### config.mk
export PLATFORM = sky130hd
export DESIGN_NAME = pss_scan_seq
export DESIGN_NICKNAME = d
export VERILOG_FILES = /design/src/core/pss_pkg.sv /design/src/core/pss_sync.sv /design/src/core/pss_bit_img.sv /design/src/core/pss_scan_seq.sv
export SDC_FILE = /design/constraint.sdc
export NUM_CORES = 1
export LEC_CHECK = 0
export BUFFER_PORTS_ARGS = -buffer_cell sky130_fd_sc_hd__buf_2
export CAP_MARGIN = 10
export CORE_MARGIN = 2
export CORE_UTILIZATION = 35
export CTS_CLUSTER_DIAMETER = 150
export DETAILED_ROUTE_END_ITERATION = 10
export SYNTH_ARGS = -nofsm -noshare
export SYNTH_HDL_FRONTEND = slang
export SYNTH_SLANG_ARGS = --single-unit
### constraint.sdc
create_clock -name hclk -period 2.4 [get_ports hclk]
set_input_delay 0.48 -clock hclk [delete_from_list [all_inputs] [get_ports hclk]]
set_output_delay 0.48 -clock hclk [all_outputs]
set_load 0.01 [all_outputs]
### src/core/pss_pkg.sv
// pss_pkg: constants, states and carriers of the scan sequencer
// assumes: every user names items as pss_pkg::name
package pss_pkg;
   // image layout: inputs, outputs, internal bits
   localparam int NP  = 96;
   localparam int NL  = 16;
   localparam int NR  = 16;
   localparam int NY  = 32;
   localparam int XB  = 0;
   localparam int YB  = 32;
   localparam int IB  = 64;
   localparam int NPID = 4;
   // internal group: 64..71 relays, 72..79 timers, 80..87 counter_status_bits, 88..95 stages
   // register byte offsets
   localparam logic [7:0] A_CTRL = 8'h00;
   localparam logic [7:0] A_STAT = 8'h04;
   localparam logic [7:0] A_RET  = 8'h08;
   localparam logic [7:0] A_PID  = 8'h0C;
   localparam logic [7:0] A_FRC  = 8'h10;
   localparam logic [7:0] A_OVX  = 8'h14;
   localparam logic [7:0] A_OVY  = 8'h18;
   localparam logic [7:0] A_OVI  = 8'h1C;
   localparam logic [7:0] A_IMX  = 8'h20;
   localparam logic [7:0] A_IMY  = 8'h24;
   localparam logic [7:0] A_IMI  = 8'h28;
   // control fields
   localparam int C_TRUN = 0;
   localparam int C_EDIT = 1;
   localparam int C_BAD  = 2;
   localparam int C_CLRF = 3;
   localparam int C_CLRN = 4;
   localparam int C_CLRR = 5;
   // force fields
   localparam int F_VAL  = 8;
   localparam int F_PEER = 9;
   // status fields
   localparam int S_CNT  = 16;
   // reset values
   localparam logic [31:0]   RET_RST = 32'h00FF_0000;
   localparam logic [NPID-1:0] PID_RST = 4'h0;
   // mode selector positions
   localparam logic [1:0] SW_PROG = 2'h0;
   localparam logic [1:0] SW_RUN  = 2'h1;
   localparam logic [1:0] SW_TERM = 2'h2;

   typedef enum logic [2:0] {
      ST_INIT, ST_RD_LOC, ST_RD_REM, ST_SERV,
      ST_SOLVE, ST_PID, ST_WR_OUT, ST_DIAG
   } pss_state_e;

   // one bit write: enable, image index, value
   typedef struct packed {
      logic       en;
      logic [6:0] idx;
      logic       val;
   } pss_bw_s;
endpackage

### src/core/pss_sync.sv
// pss_sync: two flip-flop synchroniser per bit
// assumes: inputs are asynchronous to hclk
`timescale 1ns/1ns
module pss_sync #(parameter int W = 1) (
   // clock and reset
   input  wire logic         hclk,
   input  wire logic         hresetn,
   // data
   input  wire logic [W-1:0] d,
   output logic      [W-1:0] q
);
   genvar i;
   generate
      for (i = 0; i < W; i++) begin : g_bit
         logic m_q;
         always_ff @(posedge hclk or negedge hresetn) begin
            if (!hresetn) begin
               m_q <= 1'b0;
               q[i] <= 1'b0;
            end else begin
               m_q <= d[i];
               q[i] <= m_q;
            end
         end
      end
   endgenerate
endmodule

### src/core/pss_bit_img.sv
// pss_bit_img: bit image store with per-bit override masking
// assumes: contents survive reset; the sequencer clears all but the retentive internal bits at init
`timescale 1ns/1ns
module pss_bit_img (
   // clock
   input  wire logic                  hclk,
   // init clear, peripheral force, scan update, override mask
   input  wire logic [pss_pkg::NP-1:0] clr,
   input  wire logic [pss_pkg::NP-1:0] frc_en,
   input  wire logic                  frc_val,
   input  wire logic [pss_pkg::NP-1:0] upd_en,
   input  wire logic [pss_pkg::NP-1:0] upd_val,
   input  wire logic [pss_pkg::NP-1:0] ovr,
   // image
   output logic      [pss_pkg::NP-1:0] img_q
);
   genvar i;
   generate
      for (i = 0; i < pss_pkg::NP; i++) begin : g_bit
         // force passes an override, scan updates do not
         always_ff @(posedge hclk) begin
            if (clr[i]) begin
               img_q[i] <= 1'b0;
            end else if (frc_en[i]) begin
               img_q[i] <= frc_val;
            end else if (upd_en[i] && !ovr[i]) begin
               img_q[i] <= upd_val[i];
            end
         end
      end
   endgenerate
endmodule

### src/core/pss_scan_seq.sv
// pss_scan_seq: scan cycle sequencer with bit image, force and override
// assumes: one ahb-lite master; solver and pid engine on hclk
//
// Functional notes
// init keeps retentive bits, clears the rest
// inputs sampled every scan in any mode
// outputs refreshed in run, off in program
// program, then configured pid, then outputs
// non-fatal error reported, mode unchanged
// fatal error forces program mode, outputs off
// program mode: no solve, no output writes
// selector picks mode; terminal position defers
// run edit holds outputs at last value
// bad edited program: outputs off, program mode
// input phase fills image; solver reads image
// immediate input reads module, not image
// specialty and remote inputs after local ones
// remote data taken as given each scan
// peripherals serviced after input reading
// regular force lasts until next image write
// override per input, output, internal bit
// override freezes bit at current value
// force still writes an overridden bit
// overridden bit ignores program and io
// peer network requests refused bit operations
// program output write replaces stored force
// override flags mask scan writes only
//
// Decided for this implementation: the register offsets and register access over AHB-Lite.
`timescale 1ns/1ns
module pss_scan_seq (
   // clock and reset
   input  wire logic                   hclk,
   input  wire logic                   hresetn,
   // ahb-lite slave
   input  wire logic                   hsel,
   input  wire logic [31:0]            haddr,
   input  wire logic [1:0]             htrans,
   input  wire logic                   hwrite,
   input  wire logic [2:0]             hsize,
   input  wire logic [31:0]            hwdata,
   input  wire logic                   hready,
   output logic      [31:0]            hrdata,
   output logic                        hreadyout,
   output logic                        hresp,
   // field pins and remote master
   input  wire logic [pss_pkg::NL-1:0] loc_in,
   input  wire logic [pss_pkg::NR-1:0] rem_in,
   input  wire logic [1:0]             mode_sw,
   output logic      [pss_pkg::NY-1:0] out_pins,
   // diagnostics
   input  wire logic                   fatal_err,
   input  wire logic                   nonfatal_err,
   // program solver and pid engine
   output logic                        slv_start,
   input  wire logic                   slv_done,
   input  wire pss_pkg::pss_bw_s       slv_wr,
   output logic      [pss_pkg::NP-1:0] slv_img,
   input  wire logic [3:0]             imm_idx,
   output logic                        imm_val,
   output logic                        pid_start,
   output logic [pss_pkg::NPID-1:0]    pid_mask,
   input  wire logic                   pid_done,
   // mode indication
   output logic                        run_mode
);
   localparam int NP = pss_pkg::NP;

   // synchronised pins
   logic [pss_pkg::NL-1:0] loc_s;
   logic [pss_pkg::NR-1:0] rem_s;
   logic [1:0]             sw_s;

   pss_sync #(.W(pss_pkg::NL + pss_pkg::NR + 2)) u_sync (
      .hclk    (hclk),
      .hresetn (hresetn),
      .d       ({mode_sw, rem_in, loc_in}),
      .q       ({sw_s, rem_s, loc_s})
   );

   // control state
   pss_pkg::pss_state_e    st_q;
   pss_pkg::pss_state_e    st_d;
   logic                   init_done_q;
   logic                   trun_q;
   logic                   edit_q;
   logic                   fault_q;
   logic                   nf_q;
   logic                   refused_q;
   logic [31:0]            ret_q;
   logic [pss_pkg::NPID-1:0] pid_cfg_q;
   logic [31:0]            ovx_q;
   logic [31:0]            ovy_q;
   logic [31:0]            ovi_q;
   pss_pkg::pss_bw_s       frc_q;
   logic [15:0]            cnt_q;
   logic                   slv_start_q;
   logic                   pid_start_q;
   logic                   eng_q;   // engine started, answer pending
   logic [pss_pkg::NY-1:0] out_q;
   logic                   imm_q;

   // ahb-lite address phase capture
   logic                   wr_q;
   logic [7:0]             wa_q;
   logic [31:0]            hrdata_q;
   logic [31:0]            rd_mux;
   logic [NP-1:0]          img_q;

   wire logic ap      = hsel && hready && htrans[1];
   wire logic hi_ok   = (haddr[31:8] == 24'h000000);
   wire logic w_ctrl  = wr_q && (wa_q == pss_pkg::A_CTRL);
   wire logic w_frc   = wr_q && (wa_q == pss_pkg::A_FRC);
   wire logic bad_w   = w_ctrl && hwdata[pss_pkg::C_BAD];
   wire logic clrf_w  = w_ctrl && hwdata[pss_pkg::C_CLRF];
   wire logic clrn_w  = w_ctrl && hwdata[pss_pkg::C_CLRN];
   wire logic clrr_w  = w_ctrl && hwdata[pss_pkg::C_CLRR];
   wire logic peer_w  = w_frc && hwdata[pss_pkg::F_PEER];

   // mode selection
   wire logic sel_run = (sw_s == pss_pkg::SW_RUN)
                        || ((sw_s == pss_pkg::SW_TERM) && trun_q);
   assign run_mode    = sel_run && !fault_q;
   wire logic exec    = run_mode && !edit_q;

   always_comb begin
      rd_mux = 32'h0000_0000;
      if (!hi_ok) begin
         rd_mux = 32'h0000_0000;
      end else if (haddr[7:0] == pss_pkg::A_CTRL) begin
         rd_mux = {30'h0000_0000, edit_q, trun_q};
      end else if (haddr[7:0] == pss_pkg::A_STAT) begin
         rd_mux = {cnt_q, 5'h00, st_q, 2'h0, frc_q.en,
                   init_done_q, refused_q, nf_q, fault_q, run_mode};
      end else if (haddr[7:0] == pss_pkg::A_RET) begin
         rd_mux = ret_q;
      end else if (haddr[7:0] == pss_pkg::A_PID) begin
         rd_mux = {28'h000_0000, pid_cfg_q};
      end else if (haddr[7:0] == pss_pkg::A_OVX) begin
         rd_mux = ovx_q;
      end else if (haddr[7:0] == pss_pkg::A_OVY) begin
         rd_mux = ovy_q;
      end else if (haddr[7:0] == pss_pkg::A_OVI) begin
         rd_mux = ovi_q;
      end else if (haddr[7:0] == pss_pkg::A_IMX) begin
         rd_mux = slv_img[pss_pkg::XB +: 32];
      end else if (haddr[7:0] == pss_pkg::A_IMY) begin
         rd_mux = slv_img[pss_pkg::YB +: 32];
      end else if (haddr[7:0] == pss_pkg::A_IMI) begin
         rd_mux = slv_img[pss_pkg::IB +: 32];
      end
   end

   always_ff @(posedge hclk or negedge hresetn) begin
      if (!hresetn) begin
         wr_q     <= 1'b0;
         wa_q     <= 8'h00;
         hrdata_q <= 32'h0000_0000;
      end else begin
         wr_q     <= ap && hwrite && hi_ok;
         wa_q     <= haddr[7:0];
         hrdata_q <= (ap && !hwrite) ? rd_mux : 32'h0000_0000;
      end
   end

   assign hrdata    = hrdata_q;
   assign hreadyout = 1'b1;
   assign hresp     = 1'b0;

   // software registers; hardware sets win over software clears
   always_ff @(posedge hclk or negedge hresetn) begin
      if (!hresetn) begin
         trun_q    <= 1'b0;
         edit_q    <= 1'b0;
         fault_q   <= 1'b0;
         nf_q      <= 1'b0;
         refused_q <= 1'b0;
         ret_q     <= pss_pkg::RET_RST;
         pid_cfg_q <= pss_pkg::PID_RST;
         ovx_q     <= 32'h0000_0000;
         ovy_q     <= 32'h0000_0000;
         ovi_q     <= 32'h0000_0000;
      end else begin
         if (w_ctrl) begin
            trun_q <= hwdata[pss_pkg::C_TRUN];
            edit_q <= hwdata[pss_pkg::C_EDIT];
         end
         if (fatal_err || bad_w) begin
            fault_q <= 1'b1;
         end else if (clrf_w) begin
            fault_q <= 1'b0;
         end
         if (nonfatal_err) begin
            nf_q <= 1'b1;
         end else if (clrn_w) begin
            nf_q <= 1'b0;
         end
         if (peer_w) begin
            refused_q <= 1'b1;
         end else if (clrr_w) begin
            refused_q <= 1'b0;
         end
         if (wr_q && (wa_q == pss_pkg::A_RET)) begin
            ret_q <= hwdata;
         end
         if (wr_q && (wa_q == pss_pkg::A_PID)) begin
            pid_cfg_q <= hwdata[pss_pkg::NPID-1:0];
         end
         if (wr_q && (wa_q == pss_pkg::A_OVX)) begin
            ovx_q <= hwdata;
         end
         if (wr_q && (wa_q == pss_pkg::A_OVY)) begin
            ovy_q <= hwdata;
         end
         if (wr_q && (wa_q == pss_pkg::A_OVI)) begin
            ovi_q <= hwdata;
         end
      end
   end

   // pending peripheral force, applied in the service phase
   always_ff @(posedge hclk or negedge hresetn) begin
      if (!hresetn) begin
         frc_q <= '0;
      end else if (w_frc && !peer_w) begin
         frc_q <= '{en: 1'b1, idx: hwdata[6:0], val: hwdata[pss_pkg::F_VAL]};
      end else if (st_q == pss_pkg::ST_SERV) begin
         frc_q.en <= 1'b0;
      end
   end

   // scan sequence
   always_comb begin
      st_d = st_q;
      case (st_q)
         pss_pkg::ST_INIT: begin
            st_d = pss_pkg::ST_RD_LOC;
         end
         pss_pkg::ST_RD_LOC: begin
            st_d = pss_pkg::ST_RD_REM;
         end
         pss_pkg::ST_RD_REM: begin
            st_d = pss_pkg::ST_SERV;
         end
         pss_pkg::ST_SERV: begin
            st_d = pss_pkg::ST_SOLVE;
         end
         pss_pkg::ST_SOLVE: begin
            if (!exec || (!slv_start_q && (!eng_q || slv_done))) begin
               st_d = pss_pkg::ST_PID;
            end
         end
         pss_pkg::ST_PID: begin
            if (!exec || (pid_cfg_q == 4'h0) || (!pid_start_q && (!eng_q || pid_done))) begin
               st_d = pss_pkg::ST_WR_OUT;
            end
         end
         pss_pkg::ST_WR_OUT: begin
            st_d = pss_pkg::ST_DIAG;
         end
         pss_pkg::ST_DIAG: begin
            st_d = pss_pkg::ST_RD_LOC;
         end
         default: begin
            st_d = pss_pkg::ST_INIT;
         end
      endcase
   end

   always_ff @(posedge hclk or negedge hresetn) begin
      if (!hresetn) begin
         st_q        <= pss_pkg::ST_INIT;
         init_done_q <= 1'b0;
         cnt_q       <= 16'h0000;
         slv_start_q <= 1'b0;
         pid_start_q <= 1'b0;
         eng_q       <= 1'b0;
      end else begin
         st_q        <= st_d;
         init_done_q <= init_done_q || (st_q == pss_pkg::ST_INIT);
         cnt_q       <= cnt_q + {15'h0000, st_q == pss_pkg::ST_DIAG};
         slv_start_q <= (st_q == pss_pkg::ST_SERV) && exec;
         pid_start_q <= (st_q == pss_pkg::ST_SOLVE) && (st_d == pss_pkg::ST_PID)
                        && exec && (pid_cfg_q != 4'h0);
         eng_q       <= slv_start_q || pid_start_q || (eng_q && !(slv_done || pid_done));
      end
   end

   assign slv_start = slv_start_q;
   assign pid_start = pid_start_q;
   assign pid_mask  = pid_cfg_q;

   // image write paths
   wire logic [NP-1:0] one   = {{(NP - 1){1'b0}}, 1'b1};
   wire logic [NP-1:0] ovr   = {ovi_q, ovy_q, ovx_q};
   wire logic          in_sp = (st_q == pss_pkg::ST_SOLVE) || (st_q == pss_pkg::ST_PID);
   wire logic          sw_ok = slv_wr.en && in_sp && exec && (slv_wr.idx < 7'd96);
   wire logic          fr_ok = frc_q.en && (st_q == pss_pkg::ST_SERV) && (frc_q.idx < 7'd96);
   wire logic [NP-1:0] slv_1h = sw_ok ? (one << slv_wr.idx) : '0;
   wire logic [NP-1:0] frc_1h = fr_ok ? (one << frc_q.idx) : '0;
   wire logic [NP-1:0] clr    = (st_q == pss_pkg::ST_INIT) ? {~ret_q, {64{1'b1}}} : '0;
   wire logic [NP-1:0] loc_en = (st_q == pss_pkg::ST_RD_LOC) ? {80'h0, 16'hFFFF} : '0;
   wire logic [NP-1:0] rem_en = (st_q == pss_pkg::ST_RD_REM) ? {64'h0, 16'hFFFF, 16'h0} : '0;
   wire logic [NP-1:0] upd_en = loc_en | rem_en | slv_1h;
   wire logic [NP-1:0] upd_val = {64'h0, rem_s, loc_s} | (slv_wr.val ? slv_1h : '0);

   pss_bit_img u_img (
      .hclk    (hclk),
      .clr     (clr),
      .frc_en  (frc_1h),
      .frc_val (frc_q.val),
      .upd_en  (upd_en),
      .upd_val (upd_val),
      .ovr     (ovr),
      .img_q   (img_q)
   );

   assign slv_img = init_done_q ? img_q : '0;

   // outputs and immediate input
   always_ff @(posedge hclk or negedge hresetn) begin
      if (!hresetn) begin
         out_q <= '0;
         imm_q <= 1'b0;
      end else begin
         imm_q <= loc_s[imm_idx];
         if (!run_mode) begin
            out_q <= '0;
         end else if ((st_q == pss_pkg::ST_WR_OUT) && !edit_q) begin
            out_q <= img_q[pss_pkg::YB +: pss_pkg::NY];
         end
      end
   end

   assign out_pins = out_q;
   assign imm_val  = imm_q;

   // checks
   a_prog_outs_off: assert property (@(posedge hclk) disable iff (!hresetn)
      !run_mode |=> (out_pins == '0)) else $error("outputs on outside run");
   a_fatal_to_prog: assert property (@(posedge hclk) disable iff (!hresetn)
      fatal_err |=> (fault_q && !run_mode) ##1 (out_pins == '0)) else $error("fatal not handled");
   a_nonfatal_keep: assert property (@(posedge hclk) disable iff (!hresetn)
      (nonfatal_err && !fatal_err && !bad_w && !clrf_w) |=> (nf_q && $stable(fault_q)))
      else $error("non-fatal changed mode");
   a_edit_bad_off: assert property (@(posedge hclk) disable iff (!hresetn)
      bad_w |-> ##2 (!run_mode && out_pins == '0)) else $error("bad edit not stopped");
   a_edit_hold: assert property (@(posedge hclk) disable iff (!hresetn)
      (edit_q && run_mode && st_q == pss_pkg::ST_WR_OUT) |=> $stable(out_pins))
      else $error("outputs moved during edit");
   a_pid_after_prog: assert property (@(posedge hclk) disable iff (!hresetn)
      pid_start |-> ($past(st_q) == pss_pkg::ST_SOLVE && st_q == pss_pkg::ST_PID))
      else $error("pid out of order");
   a_no_solve_prog: assert property (@(posedge hclk) disable iff (!hresetn)
      slv_start |-> ($past(run_mode) && st_q == pss_pkg::ST_SOLVE)) else $error("solve in program");
   a_init_clear: assert property (@(posedge hclk) disable iff (!hresetn)
      (st_q == pss_pkg::ST_INIT) |=> ((img_q[63:0] == 64'h0) && init_done_q))
      else $error("init did not clear");
   a_input_sample: assert property (@(posedge hclk) disable iff (!hresetn)
      (st_q == pss_pkg::ST_RD_LOC) |=> (((img_q[15:0] ^ $past(loc_s)) & ~$past(ovx_q[15:0])) == 16'h0))
      else $error("input image not sampled");
   a_ovr_frozen: assert property (@(posedge hclk) disable iff (!hresetn)
      (st_q != pss_pkg::ST_INIT && frc_1h == '0) |=> (((img_q ^ $past(img_q)) & $past(ovr)) == '0))
      else $error("overridden bit changed");
   a_peer_refused: assert property (@(posedge hclk) disable iff (!hresetn)
      (peer_w && !frc_q.en) |=> (!frc_q.en && refused_q)) else $error("peer force accepted");
endmodule

==> summary.txt <==
Floorplanning
  – Die Area: approximately 60,000 sq um
  – Row Count: 88
  – Initial Utilization: 0.355
  – Die width: approximately 250 um
  – I/O pins: 295
  – Die height: ~250 um
  – Core area: around 58,000 sq um

STA
  – Slew of the pin with the lowest slew margin: between 0.6 and 0.7 ns
  – Max_slew headroom: 0.554
  – Final min period: 2.35 ns
  – Max Slew Vio Count: 0
  – Clock skew: 0.0368 ns
  – Post-route setup TNS: 0 ns
  – Final Hold Fails: 0
  – Final setup viols: 0
  – Final WS setup: 0.0544 ns
  – FMAX: 426 MHz
  – Final period util: 0.977
  – RSZ-0062 raised after global routing: false

Power and ir drop
  – Power Density: ~800 nW/um^2
  – Clk pwr share: 0.352
  – Register share of total power: 0.417
  – Switching part of the total power: 0.324
  – Psw: 0.00658 W
  – Worst vdd ir: 472 uV
  – Comb pwr share: 0.231
  – P_int: 0.0137 W
  – Leakage: 11.3 nW

Cells and area
  – Post-route cell area: 25,600 sq um
  – Reg with most FFs: u_img.img_q
  – Nets@finish: roughly 2.5k
  – Top Registers: u_img.img_q x96, u_sync.g_bit.m_q x34, u_sync.q x34
  – Commonest non-fill, non-tap cell in the layout: dfrtp_1
  – Layout area overhead: 24.9%
  – Fraction of layout cells with a size suffix above 1: 0.302
  – Max reg flops: 96
  – Most frequent cells in the layout: dfrtp_1, buf_2, nand2_1

Drt
  – Vias per inst: 6.09
  – Routed len/inst: ~28 um
  – DR vias: 19.1k
  – DRT Pass-1 Iters: 7
  – Post-DRT Antenna Nets: 0
  – DRC violations left: 0
  – Post-Route WL: 86,900 um
  – DR iter-0 viols: approximately 2.3k

Critical path
  – Crit-path max cell delay: 0.42 ns
  – CP Launch Type: flop
  – Crit Path Max Fanout: 30
  – CP Capture Type: output port
  – CP cell instances: buf_12 -> inv_1 -> buf_4 -> nor2_1 -> buf_2
  – Required time worst endpoint: 1.92 ns
  – Crit path kind: reg -> out
  – Worst path top cell family by delay: buffers and inverters
  – Critical Path AT: between 1.5 and 2 ns
  – Sum of buffers and inverters on the critical path: 4
  – Crit-path slowest cell: dfrtp_2

Place
  – Pre-CTS setup slack: -0.0926 ns
  – Placed Area: 23,600 sq um
  – Port Buffers: 288
  – Routability cong.: approximately 0.95
  – HPWL Detailed: 59,100 um

Clocking
  – TritonCTS clock tree: built
  – Worst-path clk slew: 0.06 ns
  – Max Buffers Root-to-Sink: 3
  – Worst skew pair latency: around 0.6 ns
  – Clk root buf: clkbuf_16
  – H-tree Lvls: 2
  – TritonCTS sink count: 407
  – CTS Buf Count: 47

Global route
  – First-pass GRT wire length: ~130,000 um
  – Largest net degree at the start of global routing: 73
  – Number of global-route vias before repair: 18.5k
  – Grt total ovfl: 0
  – Initial antenna violation count: 7
  – GRT Util Overall: 0.281

Outcome
  – Status: completed

Synth
  – Netlist cell types: 82
  – Register area share after synthesis: 0.475
  – Post-Syn Area per Cell: 10.3 sq um
  – Yosys warning total: 0
  – Seq cells post-synth: 407
  – Largest family of logic cells by synthesized area: simple AND/OR/NAND/NOR gates
  – Dominant synthesized flop cell: dfrtp_1
  – Area of the mapped netlist: 20,500 sq um
  – XOR/XNOR Fraction of Synth Area: 0.00642
  – Area share of and/or/nand/nor cells after synthesis: 0.176
  – Adder-cell share of the synthesized area: 0.00122
  – Syn_nets: 2,113
  – Mux share of post-synthesis cell area: 0.128
  – Synth Area in Compound Gates: 0.173
  – Syn Inst Count: 1,986
  – Number of flops mapped to enable cells by yosys: 0
  – Asr flop ratio synth: 0.764

Job
  – Max-Cap Viols: 0

Min path
  – Min-delay worst type: in -> reg
worst reg2reg max path: cells and delay by family, from the launching register on:
| kind | cells | cell delay [ns] |
|---|---|---|
| buffers and inverters | 1 | 0.24 |
| flip-flops | 1 | 0.35 |
| AND/OR/NAND/NOR | 3 | 1.19 |
| multiplexers | 1 | 0.39 |
metrics by stage:
step           power [W]  utilization  cells  hold slack [ns]
5_1_grt           0.0211        0.443   3130           0.0116
2_1_floorplan     0.0108            -   1986            0.184
6_report          0.0203        0.443   3131           0.0205
3_5_place_dp      0.0130        0.410   3007            0.336
4_1_cts           0.0203        0.442   3128          0.00599
3_3_place_gp      0.0129        0.410   3007            0.335
routing by layer:
layer  up-vias  wire length, um  global-route usage
met5         -               66                   0
met4        10             4070               0.129
met3       275            10100              0.0739
met2      1262            36800               0.410
met1      9408            35800               0.387
li1       8104                -                   -
final cells by class:
| class | count | area (sq um) |
|---|---|---|
| diodes | 2 | 5.00 |
| clock buffers | 68 | 1320 |
| well taps | 765 | 957 |
| inverters | 17 | 63.8 |
| flip-flops and latches | 407 | 9720 |
| fillers | 5564 | 32100 |
| repair buffers | 463 | 3320 |
| multi-input cells | 1392 | 9990 |
| clock inverters | 17 | 195 |
cell usage after synthesis, types with 12 or more instances:
| library cell | number | area, sq um |
|---|---|---|
| a211oi_1 | 19 | 143 |
| a21oi_1 | 124 | 621 |
| a221o_1 | 13 | 130 |
| a221oi_1 | 57 | 499 |
| a22o_1 | 32 | 280 |
| a22oi_1 | 27 | 203 |
| a311oi_1 | 18 | 158 |
| a31oi_1 | 16 | 100 |
| and2_1 | 92 | 576 |
| buf_1 | 13 | 48.8 |
| buf_2 | 21 | 105 |
| clkbuf_1 | 119 | 447 |
| dfrtp_1 | 303 | 7580 |
| dfxtp_1 | 96 | 1920 |
| inv_1 | 17 | 63.8 |
| mux2_2 | 138 | 1550 |
| mux2i_1 | 85 | 851 |
| nand2_1 | 139 | 522 |
| nand3_1 | 41 | 205 |
| nand4b_1 | 41 | 359 |
| nor2_1 | 138 | 518 |
| nor2b_1 | 28 | 175 |
| nor3_1 | 56 | 280 |
| nor3b_1 | 19 | 143 |
| nor4_1 | 19 | 119 |
| o21ai_0 | 30 | 150 |
| o221a_2 | 15 | 169 |
| o22ai_1 | 51 | 319 |
| o2bb2ai_1 | 17 | 149 |
| o41ai_1 | 12 | 105 |
| xnor2_1 | 12 | 105 |
power groups by stage:
| stage | logic [W] | clock network (W) | registers, W |
|---|---|---|---|
| after floorplan | 0.00278 | 0 | 0.00805 |
| after global placement | 0.00441 | 0 | 0.00853 |
| after detailed placement | 0.00450 | 0 | 0.00853 |
| after CTS | 0.00461 | 0.00726 | 0.00841 |
| after global routing | 0.00502 | 0.00753 | 0.00851 |
| final | 0.00468 | 0.00715 | 0.00847 |
timing repair:
item / 4_1_cts / 5_1_grt
setup buffers: 1 / 1
hold buffers: 34 / 0
hold endpoints to repair: 73 / 0
gates resized for setup: 1 / 3
endpoints found under the setup margin: 4 / 19
pin swaps: 0 / 2
gates cloned: 1 / 0
final timing paths:
kind                            slack (ns)                      startpoint                             end  cells past startpoint
worst max-delay path                  0.05           init_done_q$_DFF_PN0_                      slv_img[9]                      5
worst min-delay path                  0.02                       rem_in[2]  u_sync.g_bit[18].m_q$_DFF_PN0_                      1
worst max register to register        0.09               wa_q[5]$_DFF_PN0_           ret_q[31]$_DFFE_PN0P_                      5
worst min register to register        0.35  u_sync.g_bit[13].m_q$_DFF_PN0_          u_sync.q[13]$_DFF_PN0_                      0
max in group asynchronous             1.18                         hresetn            ovy_q[0]$_DFFE_PN0P_                      3
min in group asynchronous             0.41                         hresetn   u_sync.g_bit[9].m_q$_DFF_PN0_                      2
kinds of logic (layout without fill, tap and decap cells):
group | count (synthesis) | after routing
other | 2 | 4
AOI/OAI and AO/OA | 481 | 481
adders and majority gates | 2 | 2
muxes | 237 | 237
and+or+nand+nor | 655 | 655
buffers and inverters | 187 | 565
xor gates and xnor gates | 15 | 15
DFF | 407 | 407
Power figures use the tool's default switching activity.
